### src/inc/fsr_pkg.sv
// Package for the fault status readback block: constants and types
package fsr_pkg;
    // ***************************************************
    // Widths, selects, reset values
    // ***************************************************
    localparam int              CH_NUM        = 16;
    localparam logic [1:0]      SEL_NONE      = 2'h0;
    localparam logic [1:0]      SEL_OPEN      = 2'h1;
    localparam logic [1:0]      SEL_SHORT     = 2'h2;
    localparam logic [1:0]      SEL_LEAK      = 2'h3;
    localparam int              CL_SEL_LO     = 7;
    localparam int              CL_THR_BIT    = 10;
    localparam logic [15:0]     CTRL_LAT_RST  = 16'h847f;
    localparam logic [15:0]     ONOFF_RST     = 16'h0000;
    localparam logic [15:0]     ALL_ONES      = 16'hffff;
    // ***************************************************
    // Register map and timing
    // ***************************************************
    localparam logic [7:0]      REG_CFG       = 8'h00;
    localparam logic [7:0]      REG_SHIFT     = 8'h04;
    localparam logic [7:0]      REG_LATCH     = 8'h08;
    localparam int              CFG_IDM_BIT   = 16;
    localparam int              IDM_TIME_NS   = 1000;
    localparam int              CLK_NS        = 25;
    localparam logic [15:0]     IDM_CYC_RST   = 16'((IDM_TIME_NS + CLK_NS - 1) / CLK_NS);
    localparam logic [1:0]      RESP_OKAY     = 2'h0;
    localparam logic [1:0]      RESP_SLVERR   = 2'h2;
    // ***************************************************
    // Carriers
    // ***************************************************
    typedef struct packed {
        logic sclk;
        logic serial_in;
        logic lat;
        logic blank;
    } fsr_pins_type;
    typedef struct packed {
        logic [15:0] open_led_flag;
        logic [15:0] shorted_led_flag;
        logic [15:0] leakage_flag;
        logic        thermal_shutdown;
        logic        thermal_warning_flag;
        logic        ref_pin_short_flag;
    } fsr_det_type;
    typedef enum logic [1:0] {
        IDM_IDLE = 2'b01,
        IDM_RUN  = 2'b10
    } fsr_idm_type;
endpackage

### src/rtl/fsr_top.sv
// Fault status readback: serial shift register, latches, status holder, AXI4-Lite slave
//
// Register access over AXI4-Lite and the address map are this design's own decisions.
module fsr_top (
    input  wire logic                 core_clk,      // 40 MHz core clock
    input  wire logic                 rst_n,         // Async reset, active low
    input  wire fsr_pkg::fsr_pins_type pins,         // Serial link pins, async
    input  wire fsr_pkg::fsr_det_type  det,          // Detector results, async
    output logic                      serial_out,    // Serial data out
    output logic [15:0]               channel_output, // On-off latch to drivers
    output logic                      short_threshold_select, // Short threshold choice
    input  wire logic [7:0]           s_axi_awaddr,  // Write address
    input  wire logic                 s_axi_awvalid, // Write address valid
    output logic                      s_axi_awready, // Write address ready
    input  wire logic [31:0]          s_axi_wdata,   // Write data
    input  wire logic [3:0]           s_axi_wstrb,   // Write strobes
    input  wire logic                 s_axi_wvalid,  // Write data valid
    output logic                      s_axi_wready,  // Write data ready
    output logic [1:0]                s_axi_bresp,   // Write response
    output logic                      s_axi_bvalid,  // Write response valid
    input  wire logic                 s_axi_bready,  // Write response ready
    input  wire logic [7:0]           s_axi_araddr,  // Read address
    input  wire logic                 s_axi_arvalid, // Read address valid
    output logic                      s_axi_arready, // Read address ready
    output logic [31:0]               s_axi_rdata,   // Read data
    output logic [1:0]                s_axi_rresp,   // Read response
    output logic                      s_axi_rvalid,  // Read data valid
    input  wire logic                 s_axi_rready   // Read data ready
);
    import fsr_pkg::*;

    // ***************************************************
    // Reset and input synchronisers
    // ***************************************************
    logic [1:0]   rst_sync_r;
    logic         rst_core_n;
    fsr_pins_type pin_s1_r;
    fsr_pins_type pin_s2_r;
    fsr_pins_type pin_d_r;
    fsr_det_type  det_s1_r;
    fsr_det_type  det_s2_r;

    // Reset release through two flops
    always_ff @(posedge core_clk or negedge rst_n) begin
        if (!rst_n) begin
            rst_sync_r <= 2'h0;
        end else begin
            rst_sync_r <= {rst_sync_r[0], 1'b1};
        end
    end
    assign rst_core_n = rst_sync_r[1];

    // Two-flop synchronisers plus edge-detect delay stage
    always_ff @(posedge core_clk or negedge rst_core_n) begin
        if (!rst_core_n) begin
            pin_s1_r <= '0;
            pin_s2_r <= '0;
            pin_d_r  <= '0;
            det_s1_r <= '0;
            det_s2_r <= '0;
        end else begin
            pin_s1_r <= pins;
            pin_s2_r <= pin_s1_r;
            pin_d_r  <= pin_s2_r;
            det_s1_r <= det;
            det_s2_r <= det_s1_r;
        end
    end

    logic sclk_rise;
    logic lat_rise;
    logic blank_rise;
    logic blank_fall;
    assign sclk_rise  = pin_s2_r.sclk & ~pin_d_r.sclk;
    assign lat_rise   = pin_s2_r.lat & ~pin_d_r.lat;
    assign blank_rise = pin_s2_r.blank & ~pin_d_r.blank;
    assign blank_fall = ~pin_s2_r.blank & pin_d_r.blank;

    // ***************************************************
    // Latches, shift register and status selection
    // ***************************************************
    logic [15:0] shreg_r;
    logic [15:0] onoff_r;
    logic [15:0] ctrl_lat_r;
    logic [15:0] holder_r;
    logic        new_data_r;
    logic        cfg_idm_en_r;
    logic [15:0] cfg_idm_cyc_r;
    logic [1:0]  load_sel;
    logic        lat_take;
    logic        lat_data;
    logic        load_go;
    logic        capture;
    logic [15:0] sel_word;

    assign load_sel = ctrl_lat_r[CL_SEL_LO +: 2];
    assign lat_take = lat_rise & new_data_r & ~sclk_rise;
    assign lat_data = lat_take & ~pin_s2_r.sclk;
    assign load_go  = lat_data & ~shreg_r[15] & (load_sel != SEL_NONE);

    // Selected detector word with masking and global overrides
    always_comb begin
        sel_word = holder_r;
        unique case (load_sel)
            SEL_NONE:  sel_word = holder_r;
            SEL_OPEN:  sel_word = det_s2_r.thermal_shutdown ? ALL_ONES
                                : (det_s2_r.open_led_flag & onoff_r);
            SEL_SHORT: sel_word = det_s2_r.thermal_warning_flag ? ALL_ONES
                                : (det_s2_r.shorted_led_flag & onoff_r);
            SEL_LEAK:  sel_word = det_s2_r.ref_pin_short_flag ? ALL_ONES
                                : (det_s2_r.leakage_flag & ~onoff_r & {16{~cfg_idm_en_r}});
        endcase
    end

    // Common shift register: shift in or status load
    always_ff @(posedge core_clk or negedge rst_core_n) begin
        if (!rst_core_n) begin
            shreg_r <= 16'h0000;
        end else if (sclk_rise) begin
            shreg_r <= {shreg_r[14:0], pin_s2_r.serial_in};
        end else if (load_go) begin
            shreg_r <= holder_r;
        end
    end
    assign serial_out = shreg_r[15];

    // Fresh shifted data flag; a shift in the same cycle wins
    always_ff @(posedge core_clk or negedge rst_core_n) begin
        if (!rst_core_n) begin
            new_data_r <= 1'b0;
        end else begin
            new_data_r <= sclk_rise | (new_data_r & ~lat_take);
        end
    end

    // On-off and control data latches
    always_ff @(posedge core_clk or negedge rst_core_n) begin
        if (!rst_core_n) begin
            onoff_r    <= ONOFF_RST;
            ctrl_lat_r <= CTRL_LAT_RST;
        end else if (lat_take & pin_s2_r.sclk) begin
            ctrl_lat_r <= shreg_r;
        end else if (lat_data) begin
            onoff_r    <= shreg_r;
        end
    end
    assign channel_output         = onoff_r;
    assign short_threshold_select = ctrl_lat_r[CL_THR_BIT];

    // ***************************************************
    // Invisible detection timer and status holder
    // ***************************************************
    fsr_idm_type idm_st_r;
    logic [15:0] idm_cnt_r;
    logic        idm_end;
    assign idm_end = (idm_st_r == IDM_RUN) & ~blank_rise & (idm_cnt_r >= cfg_idm_cyc_r - 16'h0001);
    assign capture = (blank_rise | idm_end) & (load_sel != SEL_NONE);

    // Working time runs from blank fall
    always_ff @(posedge core_clk or negedge rst_core_n) begin
        if (!rst_core_n) begin
            idm_st_r  <= IDM_IDLE;
            idm_cnt_r <= 16'h0000;
        end else begin
            unique case (idm_st_r)
                IDM_IDLE: begin
                    idm_cnt_r <= 16'h0000;
                    if (blank_fall & cfg_idm_en_r) begin
                        idm_st_r <= IDM_RUN;
                    end
                end
                IDM_RUN: begin
                    idm_cnt_r <= idm_cnt_r + 16'h0001;
                    if (blank_rise | idm_end) begin
                        idm_st_r <= IDM_IDLE;
                    end
                end
                default: idm_st_r <= IDM_IDLE;
            endcase
        end
    end

    // Holder only changes on a capture event
    always_ff @(posedge core_clk or negedge rst_core_n) begin
        if (!rst_core_n) begin
            holder_r <= 16'h0000;
        end else if (capture) begin
            holder_r <= sel_word;
        end
    end

    // ***************************************************
    // AXI4-Lite slave
    // ***************************************************
    logic       aw_have_r;
    logic       w_have_r;
    logic [7:0] awaddr_r;
    logic [31:0] wdata_r;
    logic [3:0] wstrb_r;
    logic       wr_go;
    logic       cfg_hit;
    assign wr_go   = aw_have_r & w_have_r & ~s_axi_bvalid;
    assign cfg_hit = (awaddr_r == REG_CFG);

    // Address and data captured in either order
    always_ff @(posedge core_clk or negedge rst_core_n) begin
        if (!rst_core_n) begin
            aw_have_r     <= 1'b0;
            w_have_r      <= 1'b0;
            s_axi_awready <= 1'b1;
            s_axi_wready  <= 1'b1;
            awaddr_r      <= 8'h00;
            wdata_r       <= 32'h0000_0000;
            wstrb_r       <= 4'h0;
        end else begin
            if (s_axi_awvalid & s_axi_awready) begin
                aw_have_r     <= 1'b1;
                s_axi_awready <= 1'b0;
                awaddr_r      <= {s_axi_awaddr[7:2], 2'h0};
            end else if (wr_go) begin
                aw_have_r <= 1'b0;
            end else if (s_axi_bvalid & s_axi_bready) begin
                s_axi_awready <= 1'b1;
            end
            if (s_axi_wvalid & s_axi_wready) begin
                w_have_r     <= 1'b1;
                s_axi_wready <= 1'b0;
                wdata_r      <= s_axi_wdata;
                wstrb_r      <= s_axi_wstrb;
            end else if (wr_go) begin
                w_have_r <= 1'b0;
            end else if (s_axi_bvalid & s_axi_bready) begin
                s_axi_wready <= 1'b1;
            end
        end
    end

    // Write response and configuration register
    always_ff @(posedge core_clk or negedge rst_core_n) begin
        if (!rst_core_n) begin
            s_axi_bvalid  <= 1'b0;
            s_axi_bresp   <= RESP_OKAY;
            cfg_idm_en_r  <= 1'b0;
            cfg_idm_cyc_r <= IDM_CYC_RST;
        end else if (wr_go) begin
            s_axi_bvalid <= 1'b1;
            s_axi_bresp  <= cfg_hit ? RESP_OKAY : RESP_SLVERR;
            if (cfg_hit & wstrb_r[0]) begin
                cfg_idm_cyc_r[7:0] <= wdata_r[7:0];
            end
            if (cfg_hit & wstrb_r[1]) begin
                cfg_idm_cyc_r[15:8] <= wdata_r[15:8];
            end
            if (cfg_hit & wstrb_r[2]) begin
                cfg_idm_en_r <= wdata_r[CFG_IDM_BIT];
            end
        end else if (s_axi_bready) begin
            s_axi_bvalid <= 1'b0;
        end
    end

    // Read channel: answer one cycle after address
    always_ff @(posedge core_clk or negedge rst_core_n) begin
        if (!rst_core_n) begin
            s_axi_arready <= 1'b1;
            s_axi_rvalid  <= 1'b0;
            s_axi_rdata   <= 32'h0000_0000;
            s_axi_rresp   <= RESP_OKAY;
        end else if (s_axi_arvalid & s_axi_arready) begin
            s_axi_arready <= 1'b0;
            s_axi_rvalid  <= 1'b1;
            s_axi_rresp   <= RESP_OKAY;
            unique case ({s_axi_araddr[7:2], 2'h0})
                REG_CFG:   s_axi_rdata <= {15'h0000, cfg_idm_en_r, cfg_idm_cyc_r};
                REG_SHIFT: s_axi_rdata <= {holder_r, shreg_r};
                REG_LATCH: s_axi_rdata <= {ctrl_lat_r, onoff_r};
                default: begin
                    s_axi_rdata <= 32'h0000_0000;
                    s_axi_rresp <= RESP_SLVERR;
                end
            endcase
        end else if (s_axi_rvalid & s_axi_rready) begin
            s_axi_rvalid  <= 1'b0;
            s_axi_arready <= 1'b1;
        end
    end
endmodule

### config.mk
export PLATFORM = sky130hd
export DESIGN_NAME = fsr_top
export DESIGN_NICKNAME = d
export VERILOG_FILES = /design/src/inc/fsr_pkg.sv /design/src/rtl/fsr_top.sv
export SDC_FILE = /design/constraint.sdc
export NUM_CORES = 1
export LEC_CHECK = 0
export ABC_AREA = 1
export BUFFER_PORTS_ARGS = -buffer_cell sky130_fd_sc_hd__buf_2
export CAP_MARGIN = 10
export CORE_ASPECT_RATIO = 1.5
export CORE_MARGIN = 4
export CORE_UTILIZATION = 55
export CTS_BUF_LIST = sky130_fd_sc_hd__clkbuf_4 sky130_fd_sc_hd__clkbuf_8
export CTS_CLUSTER_SIZE = 20
export DETAILED_ROUTE_END_ITERATION = 12
export HOLD_SLACK_MARGIN = 0.15
export PLACE_DENSITY_LB_ADDON = 0.08
export SLEW_MARGIN = 20
export SYNTH_ARGS = -nofsm -noshare
export SYNTH_HDL_FRONTEND = slang
export SYNTH_SLANG_ARGS = --single-unit
### constraint.sdc
create_clock -name core_clk -period 9.8 [get_ports core_clk]
set_input_delay 1.96 -clock core_clk [delete_from_list [all_inputs] [get_ports core_clk]]
set_output_delay 1.96 -clock core_clk [all_outputs]
set_load 0.02 [all_outputs]
After elaboration in Yosys (flattened, before gate mapping)
Cells that the tools add are included.
{ "op_classes": {"add_sub_neg": 2, "n_mul": 0, "n_div": 0, "magnitude_cmp": 1, "eq_ne": 11, "shifts": 0, "n_mux": 26, "bitwise": 45, "n_reduce_logical": 21} }
{ "ops": {"columns": ["op", "count"], "rows": [
  ["32-bit one-hot mux with 3 select lines", 1],
  ["16-bit 2-to-1 mux", 5],
  ["16-bit bitwise AND", 4],
  ["16-bit one-hot mux with 3 select lines", 1],
  ["16-bit one-hot mux with 2 select lines", 1],
  ["1-bit bitwise AND", 25],
  ["2-bit nonzero test", 9],
  ["16-bit by 1-bit adder with 16-bit output, second input constant", 1],
  ["16-bit greater-or-equal comparator", 1],
  ["16-bit inverter", 1],
  ["2-bit AND reduction", 8],
  ["16-bit by 1-bit subtractor with 16-bit output, second input constant", 1],
  ["1-bit 2-to-1 mux", 13],
  ["1-bit inverter", 13],
  ["8-bit zero test", 1],
  ["2-bit 2-to-1 mux", 4],
  ["2-bit == test, second input constant", 3],
  ["6-bit by 1-bit == test with 1-bit output, second input constant", 1],
  ["6-bit by 2-bit == test with 1-bit output, second input constant", 1],
  ["6-bit zero test", 1],
  ["2-bit by 1-bit inequality test with 1-bit output, second input constant", 3],
  ["2-bit by 1-bit == test with 1-bit output, second input constant", 2],
  ["2-bit one-hot mux with 2 select lines", 1],
  ["3-bit OR reduction", 1],
  ["other kinds (3)", 4]
]} }
{ "word_totals": {"ff_bits": 284, "latchBits": 0, "ramBits": 0, "rom_bits": 0, "input_bits": 114, "memories": 0} }

Depth between registers and ports, before layout
{ "depth": {"word_depth": 9, "mapped_depth": 20, "mapped_depth_nobuf": 19} }

Least setup slack after synthesis
OpenSTA, ideal clock, no wires.
{ "synth_timing": {"kind": "input -> register", "from": "input port s_axi_araddr[5]", "to": "register s_axi_rdata[13]", "setup_time_ps": 83, "t_arrival_ps": 2939, "setup_slack_ps": 6779, "stages": 8, "path_cell_list": "nor2_1 > nand3_1 > nor2_4 > inv_2 > buf_2 > o22ai_1 > a21oi_1 > o21ai_0"} }
{ "synth_via": {"elab_chain_cells": 2, "elab_cells_between_ends": 4} }
{ "synth_lines": {"columns": ["element", "line_no", "text"], "rows": [
  ["from (decl)", "fsr_top.sv:22", "input wire logic [7:0] s_axi_araddr,"],
  ["6-bit by 2-bit == test with 1-bit output (tied with other cells)", "fsr_top.sv:273", "unique case ({s_axi_araddr[7:2], 2'h0})"],
  ["32-bit one-hot mux with 3 select lines *", "fsr_top.sv:273", null],
  ["to (signal assigned)", "fsr_top.sv:274", "REG_CFG: s_axi_rdata <= {15'h0000, cfg_idm_en_r, cfg_idm_cyc_r};"],
  ["to (signal assigned)", "fsr_top.sv:275", "REG_SHIFT: s_axi_rdata <= {holder_r, shreg_r};"],
  ["to (signal assigned)", "fsr_top.sv:276", "REG_LATCH: s_axi_rdata <= {ctrl_lat_r, onoff_r};"],
  ["to (decl)", "fsr_top.sv:25", "output logic [31:0] s_axi_rdata,"]
]} }
Every way passes the cells marked *; elsewhere a longest branch is shown, timed or not.
A chain may end at the register's enable or synchronous reset.

Worst setup path after layout
{ "layout_timing": {"from": "register cfg_idm_cyc_r[2]", "to": "register holder_r[7]"} }
{ "layout_via": {"elab_chain_cells": 6} }
{ "layout_lines": {"columns": ["element", "line_no", "text"], "rows": [
  ["from (decl)", "fsr_top.sv:88", "logic [15:0] cfg_idm_cyc_r;"],
  ["from (signal assigned)", "fsr_top.sv:249", "cfg_idm_cyc_r[7:0] <= wdata_r[7:0];"],
  ["16-bit by 1-bit subtractor with 16-bit output", "fsr_top.sv:156", "assign idm_end = (idm_st_r == IDM_RUN) & ~blank_rise & (idm_cnt_r >= cfg_idm_cyc_r - 16'h0001);"],
  ["16-bit greater-or-equal comparator", "fsr_top.sv:156", null],
  ["1-bit bitwise AND", "fsr_top.sv:156", null],
  ["1-bit bitwise OR", "fsr_top.sv:157", "assign capture = (blank_rise | idm_end) & (load_sel != SEL_NONE);"],
  ["1-bit bitwise AND", "fsr_top.sv:157", null],
  ["2-bit AND reduction (no source line)", null, null],
  ["to (signal assigned)", "fsr_top.sv:188", "holder_r <= sel_word;"],
  ["to (decl)", "fsr_top.sv:85", "logic [15:0] holder_r;"]
]} }
No other way between the ends.

==> results_dict.tcl <==
set metrics [dict create \
    vias 8343 \
    status "finished clean" \
    switchingPower_mw 1.190 \
    syn_area_per_cell_sq_um 9.708 \
    period_share_pct 34.34 \
    worstMarginPinSlew_ps 975.1 \
    dpl.hpwl_mm 17.99 \
    clock_path_buffers 3 \
    share_comb_of_total_power_pct 26.0 \
    powerDensity_mw_per_mm2 262.3 \
    grt_pass1_wl_mm 41.17 \
    drv_cap 0 \
    syn_inst 1184 \
    total_power_mw 3.513 \
    period_needed_ps 3365 \
    p_clk_share_pct 29.1 \
    ant_nets 0 \
    placedCellCount 1564 \
    drive_above_1_share_pct 21.32 \
    io_buffers 150 \
    final_max_slew_viol_count 0 \
    worstPathRequired_ps 10280 \
    clk_pin_slew_worst_paths_ps 70 \
    start_util_pct 56.07 \
    hold_buffers 0 \
    skew_ps 24.78 \
    post_cts_buffers 0 \
    power_switching_share_pct 33.87 \
    grt_max_degree 85 \
    cts_made_buffers 41 \
    seqPwrFrac_pct 44.9 \
    synth_area_leader_cell "dfrtp_1" \
    finalSetupViolations 0 \
    nets 1478 \
    antenna_cells 0 \
    rsz0062_at_grt "false" \
    hold_viol_final 0 \
    viasPerCell 5.093 \
    synth_top_area_share_pct 58.13 \
    antenna_found_initial 0 \
    fin_setup_tns_ps 0 \
    grt_overflow_total 0 \
    crit_type "reg -> reg" \
    leakagePower_nw 6.817 \
    setup_ws_ps 6435 \
    hold_class "reg -> reg" \
    drc 0 \
    synthTopCellsByArea "dfrtp_1, nand2_1, o21ai_0, inv_1, dfstp_2" \
    wire_per_inst_um 15.14 \
    rows 64 \
    layout_commonest_cell "nand2_1" \
    cp-start-kind "flop" \
    instances_no_fill 1638 \
    core_sq_mm 0.02050 \
    synth_area_sq_mm 0.01149 \
    maxSlewHeadroom_pct 35.00 \
    pre_cts_ws_ps 6027 \
    io_pins 173 \
    dieWidth_um 126.0 \
    design_area_sq_mm 0.01339 \
    synth.ff_latch_count 282 \
    drt_pre_antenna_iters 5 \
    root_buffer "clkbuf_8" \
    area_growth_syn_to_layout_pct 16.52 \
    wl_mm 24.79 \
    crit_arrival_ps 3850 \
    drtIter0Drc 426 \
    die_y_um 185.1 \
    internal_power_mw 2.323 \
    clock_sinks 282 \
    cts_tree "yes" \
    peakVddDrop_uv 169.6 \
    clkLatencyLatePin_ps 540 \
    place.gp.congestion 0.8409 \
    placed_cell_area_sq_mm 0.01245 \
    path_max_fanout 17 \
    yosys.cell_types.count 43 \
    layout_common_cells "nand2_1, dfrtp_1, inv_1, buf_2, o21ai_0" \
    grt_use_total_pct 21.74 \
    fmax_ghz 0.2971 \
    worstSetupEndpointType "flop" \
    seq_area_frac_synth_pct 61.55 \
    rrSetupSlack_ps 6430 \
    htreeDepth 2 \
    die_area_sq_mm 0.02332 \
    grt_pass1_vias 8422 \
    cts_resized 0 \
    yosysWarnings 0 \
]
[state kept, by name, indices dropped and copies added, names as in the netlist, 2 cells and up]
register and cells:
det_s1_r 51, det_s2_r 51, s_axi_rdata 32, wdata_r 17, cfg_idm_cyc_r 16, channel_output 16, ctrl_lat_r 16, holder_r 16
idm_cnt_r 16, shreg_r 16, awaddr_r 6, pin_s1_r 4, pin_s2_r 4, pin_d_r 3, wstrb_r 3, idm_st_r 2
rst_sync_r 2
[power groups by stage]
stage	Clock (mW)	Combinational, mW	Sequential [mW]
CTS	1.05	0.924	1.58
global route	1.10	1.05	1.61
global placement	0	0.889	1.59
detailed placement	0	0.915	1.60
floorplan	0	0.607	1.62
finish	1.02	0.913	1.58
[metal layers]
layer | track usage (%) | part of all wire (%) | wire length [um]
met5 | 0 | 0 | 0
met4 | 8.158 | 2.7 | 660
met3 | 4.097 | 5.1 | 1264
met2 | 38.26 | 52 | 12900
met1 | 26.78 | 40 | 9972
[critical path, stage by stage (launching register included)]
cell      delay (ps)
dfrtp_1          470
or2_1            270
nor2_2           130
nand3b_2         130
nor3_4           220
nand2_2           90
nor2_1           130
xnor2_1          150
ha_1             270
a21oi_1          160
o21ai_0           90
a21oi_1          280
nand2_1           90
nand2_1           80
nand2_2          230
nand2_2          350
nand2_1          100
nand2_1           70
[cells in the mapped netlist]
library cell	instances
nand4_1	10
inv_2	4
o21ai_1	13
conb_1	2
dfrtp_1	267
xor2_1	7
a21oi_1	54
o22ai_1	16
clkbuf_1	30
ha_1	20
nor3_4	1
buf_6	2
dfstp_2	15
nand3b_2	1
o211ai_2	10
nor4_1	1
nand3_2	1
or2_1	1
buf_4	3
o211ai_1	22
nor3_2	1
o21bai_1	1
nor2_4	2
buf_2	6
a221oi_1	1
nand2_2	4
inv_4	1
or2_2	2
xnor2_1	5
buf_1	2
nor3b_1	1
o21ai_0	129
nor3_1	10
and3_1	3
o21ai_2	5
nand3_1	29
mux2_2	9
nor2_2	4
nor2_1	54
nand2_1	267
inv_1	150
a31oi_1	17
clkinv_1	1
[logic make-up after synthesis]
group / count (synthesis) / share of synthesized area [%]
and+or+nand+nor: 392 / 14.22
xor gates and xnor gates: 12 / 0.9143
other: 2 / 0.06533
DFF: 282 / 61.55
adders and majority gates: 20 / 2.177
buffers and inverters: 199 / 6.814
AOI/OAI and AO/OA: 268 / 13.38
muxes: 9 / 0.8817
[final timing paths]
| path | start | to | cells past startpoint |
|---|---|---|---|
| max in group asynchronous | rst_sync_r[1] | det_s1_r[43] | 3 |
| worst min register to register | det_s1_r[0] | det_s2_r[0] | 0 |
| worst min-delay path | det_s1_r[0] | det_s2_r[0] | 0 |
| worst max register to register | cfg_idm_cyc_r[2] | holder_r[7] | 17 |
| min in group asynchronous | rst_sync_r[1] | det_s1_r[15] | 0 |
| worst max-delay path | cfg_idm_cyc_r[2] | holder_r[7] | 17 |
[per-stage QoR]
stage / util (%) / hold slack [ps]
floorplan: - / 331.2
global placement: 60.72 / 331.3
detailed placement: 60.72 / 334.7
CTS: 65.22 / 339.0
global route: 65.34 / 344.2
finish: 65.34 / 338.0
[area by class of cell]
cell class                      count  area [sq um]
Multi-Input combinational cell    704          3640
Inverter                          156         588.1
Clock buffer                       67         834.6
Timing Repair Buffer              159         834.6
Fill cell                        1737          7106
Clock inverter                      6         87.58
Tap cell                          264         330.3
Sequential cell                   282          7079
Note: power is estimated with default switching activity, not from simulation.
